`src/rtl/asd_pkg.sv`:
```
// shared constants and types for the axi slave slot decoder
package asd_pkg;
   // ************************************************
   // fixed widths
   // ************************************************
   localparam int ADDR_W = 32;
   localparam int TAG_W = 4;
   localparam int PORT_TAG_EXTRA = 2;
   localparam int PORT_TAG_W = TAG_W + PORT_TAG_EXTRA;
   localparam int NUM_SLOTS = 16;
   localparam int NUM_PORTS = 17;
   localparam int PORT_W = 5;
   localparam logic [4:0] PORT_EXTRA = 5'h10;
   localparam int SLOT_SHIFT_TOP = 32;
   localparam int SLOT_SHIFT_STEP = 4;
   localparam int HUGE_INDEX_BITS = 3;
   localparam int SLOT_INDEX_BITS = 4;
   localparam int HUGE_SEL_BIT = 31;

   // ************************************************
   // response codes
   // ************************************************
   localparam logic [1:0] RESP_OKAY = 2'h0;
   localparam logic [1:0] RESP_EXOKAY = 2'h1;
   localparam logic [1:0] RESP_SLVERR = 2'h2;
   localparam logic [1:0] RESP_DECERR = 2'h3;

   // ************************************************
   // register map
   // ************************************************
   localparam logic [11:0] REG_CONTROL = 12'h000;
   localparam logic [11:0] REG_STATUS = 12'h004;
   localparam logic [11:0] REG_BLOCKED = 12'h008;
   localparam int CTRL_ENABLE_BIT = 0;
   localparam logic CTRL_ENABLE_RESET = 1'b1;
   localparam int STAT_DECERR_BIT = 0;
   localparam int STAT_PORT_LSB = 8;
   localparam int STAT_OK_BIT = 16;
   localparam int BLOCKED_W = 16;

   typedef struct packed {
      logic ok;
      logic [4:0] port;
   } asd_route_type;
endpackage : asd_pkg

```
`src/rtl/asd_slot_decoder.sv`:
```
// address slot decoder and connectivity gate for a multi-master axi3 interconnect
`timescale 1ns/1ps
// Overview of operation
// - memory space 1 splits the 4 GB range into 16 slots of 256 MB.
// - memory space 2..6 gives 16 slots of 16 MB, 1 MB, 64 KB, 4 KB, 256 B.
// - memory space 0 gives one 2 GB half to the huge slave, other half 8 slots.
// - huge layout 1..6 sizes the 8 slots 256 MB down to 256 B, only in space 0.
// - huge placement 0 puts the huge slave where address bit 31 is low.
// - huge placement 1, the default, puts it at 0x80000000, bit 31 high.
// - combine flags act only when memory space is above zero.
// - a combined slot goes out on port 16 and its own port is unavailable.
// - an uncombined slot keeps its own port, available if enabled.
// - each master to port pair has an enable; only master 0 to port 0 by default.
// - space 0 with placement 0 makes ports 0 to 7 unavailable.
// - space 0 with placement 1 ignores the enable of port 16 and makes ports 8 to 15 unavailable.
// - one to four masters, default one.
// - data bus 64, 128 or 256 bits, default 64; address fixed at 32 bits.
// - master tags are 4 bits; port tags carry 2 extra bits.
// - responses 00 okay, 01 exokay, 10 slverr, 11 decerr; a decode error sets a sticky status flag.
// - one write strobe per byte lane; strobe n covers data bits 8n+7..8n.
// - the 4-bit burst length passes to the slave unchanged.
// - only the burst start address goes to the slave.
// - space 0 with huge half high routes every bit 31 set access to port 16.
// - 8 slots of 256 MB are chosen by address bits 30..28.
module asd_slot_decoder #(
   parameter int NUM_MASTERS = 1,
   parameter int DATA_W = 64,
   parameter int MEM_SPACE = 1,
   parameter int HUGE_SIZE = 1,
   parameter bit HUGE_PLACE = 1'b1,
   parameter logic [15:0] COMBINE = 16'h0000,
   parameter logic [67:0] PATH_EN = 68'h1
) (
   // clock and reset
   input wire logic pclk,
   input wire logic presetn,
   // apb slave
   input wire logic psel,
   input wire logic penable,
   input wire logic pwrite,
   input wire logic [31:0] paddr,
   input wire logic [31:0] pwdata,
   output logic [31:0] prdata,
   output logic pready,
   output logic pslverr,
   // address requests from the masters
   input wire logic [NUM_MASTERS-1:0] req_valid,
   output logic [NUM_MASTERS-1:0] req_ready,
   input wire logic [NUM_MASTERS-1:0] req_write,
   input wire logic [NUM_MASTERS-1:0][31:0] req_addr,
   input wire logic [NUM_MASTERS-1:0][3:0] req_tag,
   input wire logic [NUM_MASTERS-1:0][3:0] req_len,
   input wire logic [NUM_MASTERS-1:0][2:0] req_size,
   // routed requests toward the slave ports
   output logic [NUM_MASTERS-1:0] route_valid,
   input wire logic [NUM_MASTERS-1:0] route_ready,
   output logic [NUM_MASTERS-1:0] route_ok,
   output logic [NUM_MASTERS-1:0][4:0] route_port,
   output logic [NUM_MASTERS-1:0] route_write,
   output logic [NUM_MASTERS-1:0][31:0] route_addr,
   output logic [NUM_MASTERS-1:0][5:0] route_tag,
   output logic [NUM_MASTERS-1:0][3:0] route_len,
   output logic [NUM_MASTERS-1:0][2:0] route_size,
   output logic [NUM_MASTERS-1:0][DATA_W/8-1:0] route_strb,
   // responses coming back from the slave ports
   input wire logic rsp_valid,
   input wire logic [1:0] rsp_code
);
   localparam int LANES = DATA_W / 8;
   localparam int LANE_W = $clog2(LANES);

   // ************************************************
   // configuration checks
   // ************************************************
   if (NUM_MASTERS < 1 || NUM_MASTERS > 4) begin : g_bad_masters
      $error("master count must be 1 to 4");
   end
   if (DATA_W != 64 && DATA_W != 128 && DATA_W != 256) begin : g_bad_width
      $error("data width must be 64, 128 or 256");
   end
   if (MEM_SPACE < 0 || MEM_SPACE > 6 || HUGE_SIZE < 1 || HUGE_SIZE > 6) begin : g_bad_space
      $error("memory space or huge layout out of range");
   end

   // ************************************************
   // decoding functions
   // ************************************************
   // is a slave port reachable at all in this layout
   function automatic logic port_avail(input logic [4:0] p);
      logic r;
      r = 1'b1;
      if (MEM_SPACE == 0) begin
         if (!HUGE_PLACE && p < 5'h8) begin
            r = 1'b0;
         end
         if (HUGE_PLACE && (p == 5'hf || (p > 5'h7 && p < 5'h10))) begin
            r = 1'b0;
         end
      end else if (p == asd_pkg::PORT_EXTRA) begin
         r = |COMBINE;
      end else begin
         r = !COMBINE[p[3:0]];
      end
      return r;
   endfunction : port_avail

   // is master m allowed onto port p
   function automatic logic path_on(input int m, input logic [4:0] p);
      logic r;
      r = PATH_EN[m * asd_pkg::NUM_PORTS + int'(p)];
      if (MEM_SPACE == 0 && HUGE_PLACE && p == asd_pkg::PORT_EXTRA) begin
         r = 1'b1;
      end
      return r;
   endfunction : path_on

   function automatic asd_pkg::asd_route_type decode(input int m, input logic [31:0] a);
      asd_pkg::asd_route_type r;
      int sh;
      logic [3:0] slot;
      logic inrange;
      r = '0;
      inrange = 1'b1;
      slot = 4'h0;
      if (MEM_SPACE == 0) begin
         sh = asd_pkg::SLOT_SHIFT_TOP - asd_pkg::SLOT_SHIFT_STEP * HUGE_SIZE;
         if (a[asd_pkg::HUGE_SEL_BIT] == HUGE_PLACE) begin
            r.port = asd_pkg::PORT_EXTRA;
         end else begin
            slot = {a[asd_pkg::HUGE_SEL_BIT], 3'(a >> sh)};
            inrange = ({1'b0, a[30:0]} >> (sh + asd_pkg::HUGE_INDEX_BITS)) == 32'h0;
            r.port = {1'b0, slot};
         end
      end else begin
         sh = asd_pkg::SLOT_SHIFT_TOP - asd_pkg::SLOT_SHIFT_STEP * MEM_SPACE;
         slot = 4'(a >> sh);
         inrange = (sh + asd_pkg::SLOT_INDEX_BITS >= asd_pkg::ADDR_W) ||
                   ((a >> (sh + asd_pkg::SLOT_INDEX_BITS)) == 32'h0);
         r.port = COMBINE[slot] ? asd_pkg::PORT_EXTRA : {1'b0, slot};
      end
      r.ok = inrange && port_avail(r.port) && path_on(m, r.port);
      return r;
   endfunction : decode

   // first beat byte lanes from start address and size
   function automatic logic [LANES-1:0] lanes_of(input logic [31:0] a, input logic [2:0] sz);
      logic [LANES-1:0] m;
      int n;
      int lo;
      n = 1 << sz;
      lo = int'(a[LANE_W-1:0]) & ~(n - 1);
      m = '0;
      for (int i = 0; i < LANES; i++) begin
         if (i >= lo && i < lo + n) begin
            m[i] = 1'b1;
         end
      end
      return m;
   endfunction : lanes_of

   // ************************************************
   // control register
   // ************************************************
   logic route_enable;
   logic decerr_seen;
   logic [4:0] last_port;
   logic last_ok;
   logic [asd_pkg::BLOCKED_W-1:0] blocked_count;
   logic apb_wr;
   logic apb_setup;
   logic decerr_clear;
   logic [NUM_MASTERS-1:0] take;

   assign apb_wr = psel && penable && pwrite;
   assign apb_setup = psel && !penable;
   assign decerr_clear = apb_wr && paddr[11:0] == asd_pkg::REG_STATUS && pwdata[asd_pkg::STAT_DECERR_BIT];
   assign pready = 1'b1;

   always_ff @(posedge pclk or negedge presetn) begin
      if (!presetn) begin
         route_enable <= asd_pkg::CTRL_ENABLE_RESET;
      end else if (apb_wr && paddr[11:0] == asd_pkg::REG_CONTROL) begin
         route_enable <= pwdata[asd_pkg::CTRL_ENABLE_BIT];
      end
   end

   // ************************************************
   // status: decode error sticky, last route, blocked count
   // ************************************************
   always_ff @(posedge pclk or negedge presetn) begin
      if (!presetn) begin
         decerr_seen <= 1'b0;
      end else if (rsp_valid && rsp_code == asd_pkg::RESP_DECERR) begin
         decerr_seen <= 1'b1;
      end else if (decerr_clear) begin
         decerr_seen <= 1'b0;
      end
   end

   always_ff @(posedge pclk or negedge presetn) begin
      if (!presetn) begin
         last_port <= 5'h0;
         last_ok <= 1'b0;
      end else begin
         for (int m = NUM_MASTERS - 1; m >= 0; m--) begin
            if (take[m]) begin
               last_port <= decode(m, req_addr[m]).port;
               last_ok <= decode(m, req_addr[m]).ok;
            end
         end
      end
   end

   logic blocked_now;
   always_comb begin
      blocked_now = 1'b0;
      for (int m = 0; m < NUM_MASTERS; m++) begin
         if (take[m] && !decode(m, req_addr[m]).ok) begin
            blocked_now = 1'b1;
         end
      end
   end

   always_ff @(posedge pclk or negedge presetn) begin
      if (!presetn) begin
         blocked_count <= '0;
      end else if (blocked_now && blocked_count != '1) begin
         blocked_count <= blocked_count + 1'b1;
      end else if (!blocked_now && apb_wr && paddr[11:0] == asd_pkg::REG_BLOCKED) begin
         blocked_count <= '0;
      end
   end

   // ************************************************
   // apb read path
   // ************************************************
   always_ff @(posedge pclk or negedge presetn) begin
      if (!presetn) begin
         prdata <= 32'h0;
      end else if (apb_setup && !pwrite) begin
         prdata <= 32'h0;
         case (paddr[11:0])
            asd_pkg::REG_CONTROL: prdata[asd_pkg::CTRL_ENABLE_BIT] <= route_enable;
            asd_pkg::REG_STATUS: begin
               prdata[asd_pkg::STAT_DECERR_BIT] <= decerr_seen;
               prdata[asd_pkg::STAT_PORT_LSB +: 5] <= last_port;
               prdata[asd_pkg::STAT_OK_BIT] <= last_ok;
            end
            asd_pkg::REG_BLOCKED: prdata[asd_pkg::BLOCKED_W-1:0] <= blocked_count;
            default: prdata <= 32'h0;
         endcase
      end
   end

   always_comb begin
      case (paddr[11:0])
         asd_pkg::REG_CONTROL, asd_pkg::REG_STATUS, asd_pkg::REG_BLOCKED: pslverr = 1'b0;
         default: pslverr = psel && penable;
      endcase
   end

   // ************************************************
   // per master route stage
   // ************************************************
   for (genvar m = 0; m < NUM_MASTERS; m++) begin : g_mst
      assign req_ready[m] = route_enable && (!route_valid[m] || route_ready[m]);
      assign take[m] = req_valid[m] && req_ready[m];

      always_ff @(posedge pclk or negedge presetn) begin
         if (!presetn) begin
            route_valid[m] <= 1'b0;
         end else if (take[m]) begin
            route_valid[m] <= 1'b1;
         end else if (route_ready[m]) begin
            route_valid[m] <= 1'b0;
         end
      end

      always_ff @(posedge pclk or negedge presetn) begin
         if (!presetn) begin
            route_ok[m] <= 1'b0;
            route_port[m] <= 5'h0;
            route_write[m] <= 1'b0;
            route_addr[m] <= 32'h0;
            route_tag[m] <= 6'h0;
            route_len[m] <= 4'h0;
            route_size[m] <= 3'h0;
            route_strb[m] <= '0;
         end else if (take[m]) begin
            route_ok[m] <= decode(m, req_addr[m]).ok;
            route_port[m] <= decode(m, req_addr[m]).port;
            route_write[m] <= req_write[m];
            route_addr[m] <= req_addr[m];
            route_tag[m] <= {2'(m), req_tag[m]};
            route_len[m] <= req_len[m];
            route_size[m] <= req_size[m];
            route_strb[m] <= req_write[m] ? lanes_of(req_addr[m], req_size[m]) : '0;
         end
      end

      // ************************************************
      // checks
      // ************************************************
      a_hold_stall: assert property (@(posedge pclk) disable iff (!presetn)
         route_valid[m] && !route_ready[m] |=> route_valid[m] && $stable(route_addr[m]) && $stable(route_port[m]))
         else $error("routed request changed while stalled");
      a_tag_widened: assert property (@(posedge pclk) disable iff (!presetn)
         take[m] |=> route_tag[m] == {2'(m), $past(req_tag[m])})
         else $error("port tag not master index over master tag");
      a_len_passed: assert property (@(posedge pclk) disable iff (!presetn)
         take[m] |=> route_len[m] == $past(req_len[m]) && route_valid[m])
         else $error("burst length altered");
      a_start_addr: assert property (@(posedge pclk) disable iff (!presetn)
         take[m] |=> route_addr[m] == $past(req_addr[m]))
         else $error("start address altered");
      a_huge_route: assert property (@(posedge pclk) disable iff (!presetn)
         take[m] && MEM_SPACE == 0 && HUGE_PLACE && req_addr[m][31] |=> route_port[m] == 5'h10 && route_ok[m])
         else $error("upper half not routed to port 16");
      a_combine_route: assert property (@(posedge pclk) disable iff (!presetn)
         take[m] && MEM_SPACE > 0 && COMBINE[4'(req_addr[m] >> (32 - 4 * MEM_SPACE))] &&
         (32 - 4 * MEM_SPACE + 4 >= 32 || (req_addr[m] >> (36 - 4 * MEM_SPACE)) == 0)
         |=> route_port[m] == 5'h10)
         else $error("combined slot not sent to port 16");
      a_path_block: assert property (@(posedge pclk) disable iff (!presetn)
         take[m] && !path_on(m, decode(m, req_addr[m]).port) |=> !route_ok[m])
         else $error("disabled path let through");
      a_strb_write: assert property (@(posedge pclk) disable iff (!presetn)
         take[m] && req_write[m] |=> $countones(route_strb[m]) == ((1 << route_size[m]) < LANES ?
            (1 << route_size[m]) : LANES))
         else $error("strobe count does not match size");
      c_routed: cover property (@(posedge pclk) disable iff (!presetn) take[m] ##1 route_ok[m]);
      c_blocked: cover property (@(posedge pclk) disable iff (!presetn) take[m] ##1 !route_ok[m]);
      c_stall: cover property (@(posedge pclk) disable iff (!presetn)
         route_valid[m] && !route_ready[m] ##1 route_ready[m]);
   end

   a_decerr_sticky: assert property (@(posedge pclk) disable iff (!presetn)
      rsp_valid && rsp_code == asd_pkg::RESP_DECERR |=> decerr_seen ##1 (decerr_seen || $past(decerr_clear)))
      else $error("decode error flag not held");
   c_decerr: cover property (@(posedge pclk) disable iff (!presetn) rsp_valid && rsp_code == 2'h3);
endmodule : asd_slot_decoder

```
`config.mk`:
```
export PLATFORM = sky130hd
export DESIGN_NAME = asd_slot_decoder
export DESIGN_NICKNAME = d
export VERILOG_FILES = /design/src/rtl/asd_pkg.sv /design/src/rtl/asd_slot_decoder.sv
export SDC_FILE = /design/constraint.sdc
export NUM_CORES = 1
export LEC_CHECK = 0
export BUFFER_PORTS_ARGS = -buffer_cell sky130_fd_sc_hd__buf_2
export CORE_ASPECT_RATIO = 2
export CORE_UTILIZATION = 40
export DETAILED_ROUTE_END_ITERATION = 10
export PLACE_DENSITY_LB_ADDON = 0.3
export SLEW_MARGIN = 30
export SYNTH_ARGS = -nofsm -noshare
export SYNTH_HDL_FRONTEND = slang
export SYNTH_SLANG_ARGS = --single-unit
```
`constraint.sdc`:
```
create_clock -name pclk -period 2 [get_ports pclk]
set_input_delay 0.4 -clock pclk [delete_from_list [all_inputs] [get_ports pclk]]
set_output_delay 0.4 -clock pclk [all_outputs]
set_load 0.01 [all_outputs]
```
==> reports/summary.txt <==
Vias in the first global route -> 3584
Largest net degree at the start of global routing -> 50
Starting utilization of the core area -> 41.4%
Tot GR Track Use -> 20.4%
Place WS -> -188 ps
Die Footprint -> 11000 µm²
Most common cell in the synthesized netlist -> nand2_1
Worst min-delay path class -> input port to flip-flop
Clock latency on the worst-skew pair -> 340 ps
Layout net count -> 720
Slew headroom -> 63.6%
GPL Wtd Cong -> 0.826
Area of the multi-input gates -> 1770 µm²
Worst setup SP type -> flip-flop
Die Ht -> 147 µm
Initial drt markers -> 236
Post-synthesis area per instance -> 9.41 µm²
Fill count -> 962
Ys flop type -> dfrtp_1
Area leader, netlist -> dfrtp_1
Overall via count from detail_route -> 3717
Die X -> 74.5 µm
Sink Count -> 89
Routed wire length -> 10600 µm
PortBufs -> 143
IO Pins -> 214
VDD IR-drop max -> 394 µV
Drt pass-1 iters -> 4
Post-synth top cells -> nand2_1 (158), dfrtp_1 (88), buf_4 (23), nand3_1 (20), o21ai_0 (19)
RSZ-0062 raised after global routing -> false
Minimum clock period -> 1910 ps
Placed cell count -> 723
HPWL after DPL -> 8050 µm
Top-area cell type share of the netlist area -> 52.4%
Least-Margin Pin Slew -> 540 ps
CTS H-Tree Depth -> 3
Yosys warns -> 0
GRT Residual Overflow -> 0
Area Growth Syn to Fin -> 28.8%
Distinct cells, synth -> 53
Post-Layout Cell Count -> 739
First-pass GRT wire length -> 17000 µm
Yosys reg bits -> 89
Netlist Area Pre-Place -> 4210 µm²
Ant. Diodes -> 0
Sequential cell area -> 2230 µm²
CTS tree -> yes
Final setup margin -> 91.6 ps
PD cells -> 689 nW/µm²
CTS Buf Count -> 9
Vias per inst -> 5.03
Share of cells above drive strength 1 -> 33.6%
Fin. Hold Viols -> 0
P_leak -> 3.09 nW
Async set-or-reset flop fraction in the synthesized netlist -> 100%
Antenna violations before repair -> 0
Pins Over Slew Limit -> 0
Status -> completed
Worst setup EP type -> flip-flop
Critical Setup Path Class -> flip-flop to flip-flop
Sequential share of the synthesized area -> 53.0%
Clock-pin slew on the worst setup and hold paths -> 60 ps
Ranking of synthesized cells by area -> dfrtp_1 (52%), nand2_1 (14%), buf_4 (4.1%), a22o_1 (2.9%), nand3_1 (2.4%)
Max Fclk -> 524 MHz
Worst-path fanout max -> 14
Critical Path RT -> 2220 ps
Final setup viols -> 0
Std-Cell Rows -> 52
Final Cycle Share -> 95.4%
Antenna Violating Nets Remaining -> 0
Clock skew -> 6.77 ps
Wire per inst -> 14.3 µm
Post-Syn Instances -> 447
DRC Markers -> 0
Root buf cell -> clkbuf_16
Number of synthesized flops with an enable pin -> 0
Core region area -> 10100 µm²
Clock buffer depth -> 2
Max Cap Violations -> 0
WP data arrival -> 2130 ps
[kinds of logic after synthesis]
| family | share of synthesized area [%] |
|---|---|
| and+or+nand+nor | 25.8 |
| muxes | 1.46 |
| other | 0.179 |
| buffers and inverters | 7.20 |
| xor gates and xnor gates | 0.417 |
| DFF | 53.0 |
| adders and majority gates | 0.595 |
| AOI/OAI and AO/OA | 11.4 |
[cell usage in the layout (no fill, tap or decap), types with 3 or more instances in the layout]
master       n
a22oi_1      4
inv_1        6
o211ai_1     7
o21ai_0     19
a32o_1       5
and3_1       4
nand3_1     20
conb_1      19
and2_1       3
buf_2      142
a22o_1      14
dfrtp_1     88
clkbuf_16    9
and4_1       3
nor2_1       8
mux2i_1      5
nand4_1      8
nand2_1    157
o31ai_1      6
nor2b_1      3
buf_4       23
[registers in the layout, summed over array words and instances, names as in the netlist]
| register | cells |
|---|---|
| blocked_count | 16 |
| route_len | 4 |
| last_ok | 1 |
| route_enable | 1 |
| route_valid | 1 |
| route_strb | 8 |
| decerr_seen | 1 |
| route_write | 1 |
| prdata | 17 |
| route_addr | 31 |
| route_size | 3 |
| last_port | 1 |
| route_tag | 4 |
[worst paths after layout]
path,from,to,slack [ps],cells after the start
setup / recovery,route_enable,blocked_count[10],90,5
min in group asynchronous,presetn,route_addr[26],480,2
hold / removal,req_len[3],route_len[3],250,3
setup reg to reg,route_enable,blocked_count[10],90,5
hold reg to reg,route_tag[2],route_tag[2],470,2
max in group asynchronous,presetn,route_enable,880,3
[where the power goes]
part | switching [W] | internal (W) | total [W]
clock network | 0.000680 | 0.000993 | 0.00167
logic | 0.000142 | 0.0000996 | 0.000241
registers | 0.00000547 | 0.00181 | 0.00181
total | 0.000827 | 0.00290 | 0.00373
[worst max-delay path, cell delays in order (launching register included)]
cell,delay [ps]
dfstp_2,550
nand2_1,70
and3b_1,400
nand2_4,180
or4_1,460
mux2i_1,140
[what timing repair did]
item | in CTS | in global routing
setup buffers | 0 | 0
endpoints found under the setup margin | 0 | 1
hold buffers | 1 | 0
resized for setup | 0 | 1
hold endpoints to repair | 16 | 0
[cell type report]
cell class	instances	share of cell area, %
Tap cell	135	3.12
Clock buffer	10	4.41
Inverter	6	0.416
Timing Repair Buffer	168	17.2
Multi-Input combinational cell	326	32.6
Sequential cell	89	41.2
Clock inverter	5	1.04
[stage by stage]
stage	utilization [%]	hold WS, ps	power, W	cell area [µm²]	TNS, ps
finish	53.4	251	0.00373	5420	0
global route	53.4	246	0.00387	5420	0
CTS	53.3	237	0.00377	5410	0
detailed placement	50.3	291	0.00209	5100	-848
global placement	50.3	290	0.00208	5100	-561
floorplan	-	104	0.00196	4290	-19.5
[routing by layer]
metal / global-route usage [%] / vias up / wire length, µm
li1: - / 1793 / -
met1: 23.2 / 1749 / 4020
met2: 34.8 / 149 / 5610
met3: 4.66 / 26 / 609
met4: 9.72 / 0 / 327
met5: 0 / - / 0
No activity file was read; power rests on OpenSTA's default activity.
